## config.mk

```make
export PLATFORM = sky130hd
export DESIGN_NAME = drcr_bank
export DESIGN_NICKNAME = d
export VERILOG_FILES = /design/src/rtl/drcr_pkg.sv /design/src/rtl/drcr_bank.sv /design/src/rtl/drcr_channel.sv
export VERILOG_INCLUDE_DIRS = /design/src /design/src/rtl
export SDC_FILE = /design/constraint.sdc
export NUM_CORES = 1
export LEC_CHECK = 0
export ABC_AREA = 1
export BUFFER_PORTS_ARGS = -buffer_cell sky130_fd_sc_hd__buf_4
export CORE_MARGIN = 2
export CORE_UTILIZATION = 25
export CTS_CLUSTER_DIAMETER = 30
export DETAILED_ROUTE_END_ITERATION = 8
export PLACE_DENSITY = 0.45
export SLEW_MARGIN = 25
export SYNTH_ARGS = -nofsm -noshare
export SYNTH_HDL_FRONTEND = slang
export SYNTH_HIERARCHICAL = 1
export SYNTH_SLANG_ARGS = --single-unit
```

## constraint.sdc

```tcl
create_clock -name ref_clk_in -period 1.71 [get_ports ref_clk_in]
set_input_delay 0.171 -clock ref_clk_in [delete_from_list [all_inputs] [get_ports ref_clk_in]]
set_output_delay 0.171 -clock ref_clk_in [all_outputs]
set_load 0.01 [all_outputs]
```

## src/rtl/drcr_regs.svh

```systemverilog
// Register offsets, field positions, reset values, write masks and code limits of the regulator control bank
`ifndef DRCR_REGS_SVH
`define DRCR_REGS_SVH
// ----------------------------------------------------------------------------
// Register offsets
// ----------------------------------------------------------------------------
`define DRCR_OFS_IDENTITY_REVISION 8'h00
`define DRCR_OFS_CONFIG_IMAGE_VERSION 8'h01
`define DRCR_OFS_REG_A_CONTROL 8'h02
`define DRCR_OFS_REG_A_LIMIT_SLEW 8'h03
`define DRCR_OFS_REG_B_CONTROL 8'h04
`define DRCR_OFS_REG_B_LIMIT_SLEW 8'h05
`define DRCR_OFS_TOP_EVENT_MASK_A 8'h20
`define DRCR_OFS_TOP_EVENT_MASK_B 8'h21
`define DRCR_OFS_REGULATOR_EVENT_MASK 8'h22
`define DRCR_OFS_LOAD_CURRENT_SELECT 8'h24
`define DRCR_OFS_LOAD_CURRENT_HIGH 8'h25
`define DRCR_OFS_LOAD_CURRENT_LOW 8'h26
// ----------------------------------------------------------------------------
// Field positions
// ----------------------------------------------------------------------------
`define DRCR_BIT_SW_ENABLE 0
`define DRCR_BIT_PIN_GATING 1
`define DRCR_BIT_DISCHARGE 2
`define DRCR_BIT_FORCED_PWM 3
`define DRCR_LIMIT_MSB 5
`define DRCR_LIMIT_LSB 3
`define DRCR_SLEW_MSB 2
`define DRCR_SLEW_LSB 0
`define DRCR_ID_MSB 7
`define DRCR_ID_LSB 6
// ----------------------------------------------------------------------------
// Reset and fixed values, write masks and code limits
// ----------------------------------------------------------------------------
`define DRCR_RST_CONTROL 8'h04
`define DRCR_RST_LIMIT_SLEW 8'h02
`define DRCR_RST_MASK 8'h00
`define DRCR_ID_FIXED_LOW 6'h02
`define DRCR_CONTROL_WMASK 8'h0f
`define DRCR_LIMIT_SLEW_WMASK 8'h3f
`define DRCR_TOP_A_WMASK 8'h95
`define DRCR_TOP_B_WMASK 8'h00
`define DRCR_REG_MASK_WMASK 8'hdd
`define DRCR_SELECT_WMASK 8'h01
`define DRCR_LIMIT_MAX_CODE 3'h5
`define DRCR_SLEW_MIN_CODE 3'h2
`endif

```

## src/rtl/drcr_pkg.sv

```systemverilog
// Types shared by the regulator control bank
package drcr_pkg;
    typedef logic [7:0] drcr_byte_t; // One register byte
    typedef logic [2:0] drcr_code_t; // Limit or slew code
endpackage

```

## src/rtl/drcr_bank.sv

```systemverilog
// Control and status register bank for two step-down regulators
`timescale 1ns/1ps
`include "drcr_regs.svh"
module drcr_bank #(
    parameter logic [1:0] PART_CODE = 2'h1, // Arbitrary value
    parameter logic [7:0] CONFIG_IMAGE_CODE = 8'h01 // Arbitrary value
) (
    input wire logic ref_clk_in,
    input wire logic rst_n_in,
    input wire logic wr_en_in,
    input wire logic [7:0] addr_in,
    input wire logic [7:0] wdata_in,
    output logic [7:0] rdata_out,
    input wire logic en_pin_in,
    input wire logic [8:0] load_current_in,
    input wire logic [7:0] top_events_in,
    input wire logic [7:0] regulator_events_in,
    output logic int_out,
    output logic [7:0] top_status_out,
    output logic [7:0] regulator_status_out,
    output logic load_current_sel_out,
    output logic reg_a_run_out,
    output logic reg_a_discharge_on_out,
    output logic reg_a_forced_pwm_out,
    output drcr_pkg::drcr_code_t reg_a_current_limit_out,
    output drcr_pkg::drcr_code_t reg_a_slew_code_out,
    output logic reg_b_run_out,
    output logic reg_b_discharge_on_out,
    output logic reg_b_forced_pwm_out,
    output drcr_pkg::drcr_code_t reg_b_current_limit_out,
    output drcr_pkg::drcr_code_t reg_b_slew_code_out,
    output logic code_reserved_out
);
    // ------------------------------------------------------------------------
    // Storage
    // ------------------------------------------------------------------------
    drcr_pkg::drcr_byte_t reg_a_control_q, reg_a_control_d; // Regulator A control
    drcr_pkg::drcr_byte_t reg_a_limit_slew_q, reg_a_limit_slew_d; // A limit and slew
    drcr_pkg::drcr_byte_t reg_b_control_q, reg_b_control_d; // Regulator B control
    drcr_pkg::drcr_byte_t reg_b_limit_slew_q, reg_b_limit_slew_d; // B limit and slew
    drcr_pkg::drcr_byte_t top_mask_a_q, top_mask_a_d; // Top event masks
    drcr_pkg::drcr_byte_t top_mask_b_q, top_mask_b_d; // Spare mask byte
    drcr_pkg::drcr_byte_t reg_mask_q, reg_mask_d; // Regulator event masks
    drcr_pkg::drcr_byte_t select_q, select_d; // Load current source select
    drcr_pkg::drcr_byte_t top_stat_q, top_stat_d; // Sticky top events
    drcr_pkg::drcr_byte_t reg_stat_q, reg_stat_d; // Sticky regulator events
    drcr_pkg::drcr_byte_t rdata_q, rdata_d; // Registered read data
    logic reserved_a, reserved_b; // Reserved code flags per channel
    logic [2:0] pin_sync_q, pin_sync_d; // Enable pin capture chain, bit 0 first
    logic pin_level_q, pin_level_d; // Filtered enable pin level
    // Merge only writable bits, keeping reserved bits at zero
    function automatic drcr_pkg::drcr_byte_t merge(input drcr_pkg::drcr_byte_t wmask,
                                                   input drcr_pkg::drcr_byte_t value);
        merge = value & wmask;
    endfunction
    // ------------------------------------------------------------------------
    // Register write and event capture
    // ------------------------------------------------------------------------
    // Writes are full bytes; a write to a read-only offset is ignored
    always_comb begin
        reg_a_control_d = reg_a_control_q;
        reg_a_limit_slew_d = reg_a_limit_slew_q;
        reg_b_control_d = reg_b_control_q;
        reg_b_limit_slew_d = reg_b_limit_slew_q;
        top_mask_a_d = top_mask_a_q;
        top_mask_b_d = top_mask_b_q;
        reg_mask_d = reg_mask_q;
        select_d = select_q;
        if (wr_en_in) begin
            unique case (addr_in)
                `DRCR_OFS_REG_A_CONTROL: begin
                    reg_a_control_d = merge(`DRCR_CONTROL_WMASK, wdata_in);
                end
                `DRCR_OFS_REG_A_LIMIT_SLEW: begin
                    reg_a_limit_slew_d = merge(`DRCR_LIMIT_SLEW_WMASK, wdata_in);
                end
                `DRCR_OFS_REG_B_CONTROL: begin
                    reg_b_control_d = merge(`DRCR_CONTROL_WMASK, wdata_in);
                end
                `DRCR_OFS_REG_B_LIMIT_SLEW: begin
                    reg_b_limit_slew_d = merge(`DRCR_LIMIT_SLEW_WMASK, wdata_in);
                end
                `DRCR_OFS_TOP_EVENT_MASK_A: begin
                    top_mask_a_d = merge(`DRCR_TOP_A_WMASK, wdata_in);
                end
                `DRCR_OFS_TOP_EVENT_MASK_B: begin
                    top_mask_b_d = merge(`DRCR_TOP_B_WMASK, wdata_in);
                end
                `DRCR_OFS_REGULATOR_EVENT_MASK: begin
                    reg_mask_d = merge(`DRCR_REG_MASK_WMASK, wdata_in);
                end
                `DRCR_OFS_LOAD_CURRENT_SELECT: begin
                    select_d = merge(`DRCR_SELECT_WMASK, wdata_in);
                end
                default: begin
                    // Read-only or unmapped offsets: nothing changes
                end
            endcase
        end
        // Events are recorded whatever the mask; a set beats a clear
        top_stat_d = top_stat_q | top_events_in;
        reg_stat_d = reg_stat_q | regulator_events_in;
        if (wr_en_in && addr_in == `DRCR_OFS_TOP_EVENT_MASK_B) begin
            // Writing ones to the spare mask byte clears top status bits
            top_stat_d = (top_stat_q & ~wdata_in) | top_events_in;
        end
        if (wr_en_in && addr_in == `DRCR_OFS_LOAD_CURRENT_SELECT) begin
            // Writing the select byte also clears regulator status bits
            reg_stat_d = (reg_stat_q & ~wdata_in) | regulator_events_in;
        end
    end
    // ------------------------------------------------------------------------
    // Read mux
    // ------------------------------------------------------------------------
    // Unmapped offsets read zero
    always_comb begin
        unique case (addr_in)
            `DRCR_OFS_IDENTITY_REVISION: rdata_d = {PART_CODE, `DRCR_ID_FIXED_LOW};
            `DRCR_OFS_CONFIG_IMAGE_VERSION: rdata_d = CONFIG_IMAGE_CODE;
            `DRCR_OFS_REG_A_CONTROL: rdata_d = reg_a_control_q;
            `DRCR_OFS_REG_A_LIMIT_SLEW: rdata_d = reg_a_limit_slew_q;
            `DRCR_OFS_REG_B_CONTROL: rdata_d = reg_b_control_q;
            `DRCR_OFS_REG_B_LIMIT_SLEW: rdata_d = reg_b_limit_slew_q;
            `DRCR_OFS_TOP_EVENT_MASK_A: rdata_d = top_mask_a_q;
            `DRCR_OFS_TOP_EVENT_MASK_B: rdata_d = top_mask_b_q;
            `DRCR_OFS_REGULATOR_EVENT_MASK: rdata_d = reg_mask_q;
            `DRCR_OFS_LOAD_CURRENT_SELECT: rdata_d = select_q;
            `DRCR_OFS_LOAD_CURRENT_HIGH: rdata_d = {7'h00, load_current_in[8]};
            `DRCR_OFS_LOAD_CURRENT_LOW: rdata_d = load_current_in[7:0];
            default: rdata_d = 8'h00;
        endcase
    end
    // ------------------------------------------------------------------------
    // State registers
    // ------------------------------------------------------------------------
    // Synchronous reset; discharge bit comes up set
    always_ff @(posedge ref_clk_in) begin
        if (!rst_n_in) begin
            reg_a_control_q <= `DRCR_RST_CONTROL;
            reg_a_limit_slew_q <= `DRCR_RST_LIMIT_SLEW;
            reg_b_control_q <= `DRCR_RST_CONTROL;
            reg_b_limit_slew_q <= `DRCR_RST_LIMIT_SLEW;
            top_mask_a_q <= `DRCR_RST_MASK;
            top_mask_b_q <= `DRCR_RST_MASK;
            reg_mask_q <= `DRCR_RST_MASK;
            select_q <= `DRCR_RST_MASK;
            top_stat_q <= 8'h00;
            reg_stat_q <= 8'h00;
            rdata_q <= 8'h00;
        end else begin
            reg_a_control_q <= reg_a_control_d;
            reg_a_limit_slew_q <= reg_a_limit_slew_d;
            reg_b_control_q <= reg_b_control_d;
            reg_b_limit_slew_q <= reg_b_limit_slew_d;
            top_mask_a_q <= top_mask_a_d;
            top_mask_b_q <= top_mask_b_d;
            reg_mask_q <= reg_mask_d;
            select_q <= select_d;
            top_stat_q <= top_stat_d;
            reg_stat_q <= reg_stat_d;
            rdata_q <= rdata_d;
        end
    end
    // ------------------------------------------------------------------------
    // Outputs
    // ------------------------------------------------------------------------
    // A masked event stays in status but cannot raise the interrupt
    assign int_out = |(top_stat_q & ~top_mask_a_q) | |(reg_stat_q & ~reg_mask_q);
    assign rdata_out = rdata_q;
    assign top_status_out = top_stat_q;
    assign regulator_status_out = reg_stat_q;
    assign load_current_sel_out = select_q[0];
    assign code_reserved_out = reserved_a | reserved_b;
    // ------------------------------------------------------------------------
    // Enable pin synchroniser
    // ------------------------------------------------------------------------
    // The pin is asynchronous to our clock: three stages, then a change
    // counts only once stages two and three agree. Costs four cycles of
    // lag, which is nothing next to a regulator start-up.
    always_comb begin
        pin_sync_d = {pin_sync_q[1:0], en_pin_in}; // Stage one feeds only stage two
        pin_level_d = pin_level_q;
        if (pin_sync_q[1] == pin_sync_q[2]) begin
            // Both late stages agree, so the new level is accepted
            pin_level_d = pin_sync_q[2];
        end
    end
    // Pin stages come up low, like an idle pin
    always_ff @(posedge ref_clk_in) begin
        if (!rst_n_in) begin
            pin_sync_q <= 3'h0;
            pin_level_q <= 1'b0;
        end else begin
            pin_sync_q <= pin_sync_d;
            pin_level_q <= pin_level_d;
        end
    end
    // Both channels see the same filtered pin level
    drcr_channel u_chan_a (
        .control_in(reg_a_control_q),
        .limit_slew_in(reg_a_limit_slew_q),
        .pin_enable_in(pin_level_q),
        .run_out(reg_a_run_out),
        .discharge_out(reg_a_discharge_on_out),
        .forced_pwm_out(reg_a_forced_pwm_out),
        .limit_code_out(reg_a_current_limit_out),
        .slew_code_out(reg_a_slew_code_out),
        .code_reserved_out(reserved_a)
    );
    drcr_channel u_chan_b (
        .control_in(reg_b_control_q),
        .limit_slew_in(reg_b_limit_slew_q),
        .pin_enable_in(pin_level_q),
        .run_out(reg_b_run_out),
        .discharge_out(reg_b_discharge_on_out),
        .forced_pwm_out(reg_b_forced_pwm_out),
        .limit_code_out(reg_b_current_limit_out),
        .slew_code_out(reg_b_slew_code_out),
        .code_reserved_out(reserved_b)
    );
endmodule // drcr_bank

```

## src/rtl/drcr_channel.sv

```systemverilog
// One regulator's control decode: run, discharge, mode, limit and slew
`timescale 1ns/1ps
`include "drcr_regs.svh"
module drcr_channel (
    input wire logic [7:0] control_in,
    input wire logic [7:0] limit_slew_in,
    input wire logic pin_enable_in,
    output logic run_out,
    output logic discharge_out,
    output logic forced_pwm_out,
    output drcr_pkg::drcr_code_t limit_code_out,
    output drcr_pkg::drcr_code_t slew_code_out,
    output logic code_reserved_out
);
    // ------------------------------------------------------------------------
    // Run decision and derived controls
    // ------------------------------------------------------------------------
    // Gating on means enable bit AND pin, else the bit alone
    always_comb begin
        run_out = control_in[`DRCR_BIT_SW_ENABLE]
            & (~control_in[`DRCR_BIT_PIN_GATING] | pin_enable_in);
        // Resistor only while the output is off
        discharge_out = control_in[`DRCR_BIT_DISCHARGE] & ~run_out;
        forced_pwm_out = control_in[`DRCR_BIT_FORCED_PWM];
        // Limit passes straight through, live at any time
        limit_code_out = limit_slew_in[`DRCR_LIMIT_MSB:`DRCR_LIMIT_LSB];
        // One slew code serves both ramp directions
        slew_code_out = limit_slew_in[`DRCR_SLEW_MSB:`DRCR_SLEW_LSB];
        code_reserved_out = (limit_code_out > `DRCR_LIMIT_MAX_CODE)
            | (slew_code_out < `DRCR_SLEW_MIN_CODE);
    end
endmodule // drcr_channel

```

# Yosys cells after proc, flatten, opt, wreduce, memory -nomap -nowiden
# Cells that the tools add are included.
# Widths: inputs -> output; s select.
[totals]
regBits = 59
in_bits = 45
out_inout_bits = 45
word_cells = 68
[op_classes]
order_cmp = 4
n_eq_ne = 12
mux = 3
n_bitwise = 25
reduce_logical = 12
[ops]
columns = ["op", "n"]
rows = [
  ["$pmux 8 s11", 1],
  ["$eq 8x6->1 const B", 6],
  ["$and 8x8->8", 4],
  ["$or 8x8->8", 4],
  ["$not 8->8", 3],
  ["$eq 8x2->1 const B", 2],
  ["$eq 8x3->1 const B", 2],
  ["$mux 8", 2],
  ["$reduce_or 8->1", 2],
  ["$reduce_and 2->1", 7],
  ["$eq 8x1->1 const B", 1],
  ["$logic_not 8->1", 1],
  ["$gt 3x3->1 const B", 2],
  ["$lt 3x2->1 const B", 2],
  ["$or 1x1->1", 6],
  ["$and 1x1->1", 4],
  ["$not 1->1", 4],
  ["$logic_and 1x1->1", 2],
  ["$eq 1x1->1", 1],
]

# Logic depth before layout (Yosys ltp)
[depth]
depth_word = 5
depth_mapped = 10
mapped_depth_nobuf = 9

# Modules after synthesis
# The synthesis kept the hierarchy.
[modules_own_cells]
columns = ["mod", "n_inst", "cells_per_inst", "area_per_inst_um2", "seq_area_each_um2"]
rows = [
  ["drcr_bank", 1, 351, 2625.0, 1181.1],
  ["drcr_channel", 2, 14, 85.1, 0.0],
]

# Worst setup path before layout
# OpenSTA, ideal clock, no wires.
[synth_timing]
path_kind = "register to output"
start = "register reg_stat_q[5] (netlist: regulator_status_out[5])"
end = "output int_out"
arrival_ps = 1018
t_required_ps = 1539
setup_slack_ps = 521
path_stages_with_launch = 4
path_buffers = 0
path_cell_list = "dfxtp_1 -> or2_2 -> nor4_1 -> nand3_1"
[synth_via]
elab_chain_cells = 3
[synth_rtl]
columns = ["element", "line", "source"]
rows = [
  ["start: declaration", "drcr_bank.sv:46", "drcr_pkg::drcr_byte_t reg_stat_q, reg_stat_d;"],
  ["start signal: assignment", "drcr_bank.sv:160", "reg_stat_q <= reg_stat_d;"],
  ["$and 8x8->8", "drcr_bank.sv:168", "assign int_out = |(top_stat_q & ~top_mask_a_q) | |(reg_stat_q & ~reg_mask_q);"],
  ["$reduce_or 8->1", "drcr_bank.sv:168", ""],
  ["$or 1x1->1", "drcr_bank.sv:168", ""],
  ["end: declaration", "drcr_bank.sv:18", "output logic int_out,"],
]
# Every way passes these cells.

# Worst setup path after layout
[layout_timing]
start = "register reg_mask_q[6]"
end = "output int_out"
[layout_via]
elab_chain_cells = 4
[layout_rtl]
columns = ["element", "line", "source"]
rows = [
  ["start: declaration", "drcr_bank.sv:43", "drcr_pkg::drcr_byte_t reg_mask_q, reg_mask_d;"],
  ["start signal: assignment", "drcr_bank.sv:145", "reg_mask_q <= `DRCR_RST_MASK;"],
  ["start signal: assignment", "drcr_bank.sv:157", "reg_mask_q <= reg_mask_d;"],
  ["$not 8->8", "drcr_bank.sv:168", ""],
  ["$and 8x8->8", "drcr_bank.sv:168", ""],
  ["$reduce_or 8->1", "drcr_bank.sv:168", ""],
  ["$or 1x1->1", "drcr_bank.sv:168", ""],
]
# Every way passes these cells.

==> flow_summary.json <==
{
  "status": "complete, no violations",
  "die_y_um": 110,
  "wire_per_inst_um": 15.0,
  "path_clk_slew_ps": 60,
  "num_vias": 2658,
  "worst-path-buf-inv": 1,
  "p_leak_nw": 1.76,
  "clock.fmax_mhz": 644,
  "nets": 503,
  "setup_viol_count_final": 0,
  "skew_ps": 10.7,
  "yosysWarnings": 6,
  "core-area_um2": 10900,
  "cp_top_family": "simple AND/OR/NAND/NOR gates",
  "min_path_type": "in2reg",
  "tns_ps": 0,
  "synth_cells": 378,
  "hold_violations": 0,
  "path_cells": "o22ai_1 > nor4_4 > nand3_1 > buf_4",
  "slew_headroom_pct": 70.1,
  "cts_buffers": 9,
  "clk_path_buf_depth": 2,
  "worstPathMaxFanout": 3,
  "start_kind": "register",
  "worst_slew_pin_slew_ps": 447,
  "grt_max_degree": 22,
  "fin_cells": 601,
  "rows": 38,
  "grt_pass1_wl_um": 14200,
  "grt_pass1_vias": 2608,
  "cts_tree": "built",
  "required_ps": 1540,
  "finalWirelength_um": 9000,
  "fin_crit_ps": 1550,
  "insertion_delay_ps": 330,
  "worst-setup-path-type": "reg2out",
  "synthesis.nets": 423,
  "drive_gt1_share_pct": 31.7,
  "dpl.hpwl_um": 6910,
  "place_ws_ps": 217,
  "ioPinCount": 90,
  "area_growth_pct": 33.2,
  "root_buffer": "clkbuf_8",
  "avgSynthCellArea_um2": 7.38,
  "cts_hold_buf": 0,
  "cts_num_sinks": 59,
  "setup.worst_path.end_class": "output port",
  "syn_area_um2": 2790,
  "insertedDiodeCount": 0,
  "grt_usage_pct": 15.9,
  "dieArea_um2": 12000,
  "crit_slowest_cell": "dfxtp_1",
  "io_buffers": 89,
  "antenna_found_initial": 0,
  "grt_overflow_total": 0,
  "place.gp.congestion": 0.816,
  "worstPathArrival_ps": 1380,
  "htree_num_levels": 3,
  "maxCapViolCount": 0,
  "die_w_um": 110,
  "start_util_pct": 25.6,
  "dr.pass1.iters": 5,
  "drtIter0Drc": 73,
  "power_per_cell_area_nw_per_um2": 821,
  "slew_viol_final": 0,
  "slowest_delay_ps": 380,
  "finalWorstSetupSlack_ps": 156,
  "via_per_inst": 4.42,
  "drc": 0,
  "whs_ps": 27.7,
  "n_fill_cell": 1201,
  "min_period_over_period_pct": 90.9,
  "ir_worst_vdd_uv": 261,
  "final_antenna_net_count": 0,
  "rsz0062_at_grt": "no",
  "placed_cells": 587
}
## final timing paths
kind / end / startpoint / slack (ps) / depth (start not counted)
setup / recovery: int_out / reg_mask_q[6] / 160 / 4
setup reg to reg: rdata_out[3] / reg_a_limit_slew_q[3] / 770 / 4
hold / removal: pin_sync_q[0] / en_pin_in / 30 / 3
hold reg to reg: pin_sync_q[1] / pin_sync_q[0] / 410 / 2
## through the flow
stage | area (µm²) | util [%] | total power [mW]
detailed placement | 3500 | 32.2 | 1.78
global placement | 3500 | 32.2 | 1.77
finish | 3720 | 34.2 | 3.05
global route | 3720 | 34.2 | 3.21
CTS | 3720 | 34.2 | 3.10
floorplan | 2790 | - | 1.59
## per-layer routing
layer / vias to the layer above / part of all wire (%) / GRT usage (%)
met5: - / 0 / 0
met4: 0 / 1.1 / 4.61
met3: 8 / 6.2 / 4.21
met2: 81 / 47 / 25.6
met1: 1188 / 45 / 20.9
li1: 1381 / - / -
## cells in the final DEF, fill, tap and decap left out, types with 2 or more instances in the layout
cell and count:
a21boi_0 2, a21oi_1 46, a21oi_2 3, buf_4 94, clkbuf_8 12, dfxtp_1 59, inv_1 49, inv_2 11
nand2_1 46, nand2_2 6, nand3_1 29, nor2_1 25, nor2_2 3, nor2_4 10, nor3_1 2, o211ai_1 5
o21ai_0 21, o21ai_1 26, o22ai_1 2, or2_2 2
## state kept, by name, indices dropped and copies added, names as in the netlist
register,count
pin_level_q,1
top_mask_a_q,4
reg_a_control_q,4
reg_mask_q,6
regulator_status_out,8
reg_b_control_q,4
select_q,1
pin_sync_q,3
top_status_out,8
reg_a_limit_slew_q,6
rdata_out,8
reg_b_limit_slew_q,6
## power breakdown
part,leakage [nW],switching [mW],internal [mW]
Combinational,1.18,0.173,0.144
Sequential,0.481,0.0214,1.41
Clock,0.104,0.535,0.774
## worst register-to-register path, cell delays in order, from the launching register on
cell and delay (ps):
dfxtp_1 340, nand3_1 90, nand2_1 60, nor3_1 260, nor2_1 70
## area by class of cell
cell class | count | area, µm² | share of cell area [%]
Multi-Input combinational cell | 234 | 1230 | 33.1
Clock buffer | 12 | 165 | 4.44
Sequential cell | 59 | 1180 | 31.8
Timing Repair Buffer | 94 | 706 | 19.0
Tap cell | 140 | 175 | 4.71
Inverter | 60 | 225 | 6.06
Clock inverter | 2 | 35.0 | 0.942
## what timing repair did
| item | in CTS | in global routing |
|---|---|---|
| hold endpoints to repair | 0 | 0 |
| setup buffers | 0 | 0 |
| resized for setup | 2 | 1 |
| setup endpoints to repair | 1 | 1 |
| pin swaps | 0 | 1 |
| gates cloned | 0 | 0 |
(Power assumes the default switching activity.)
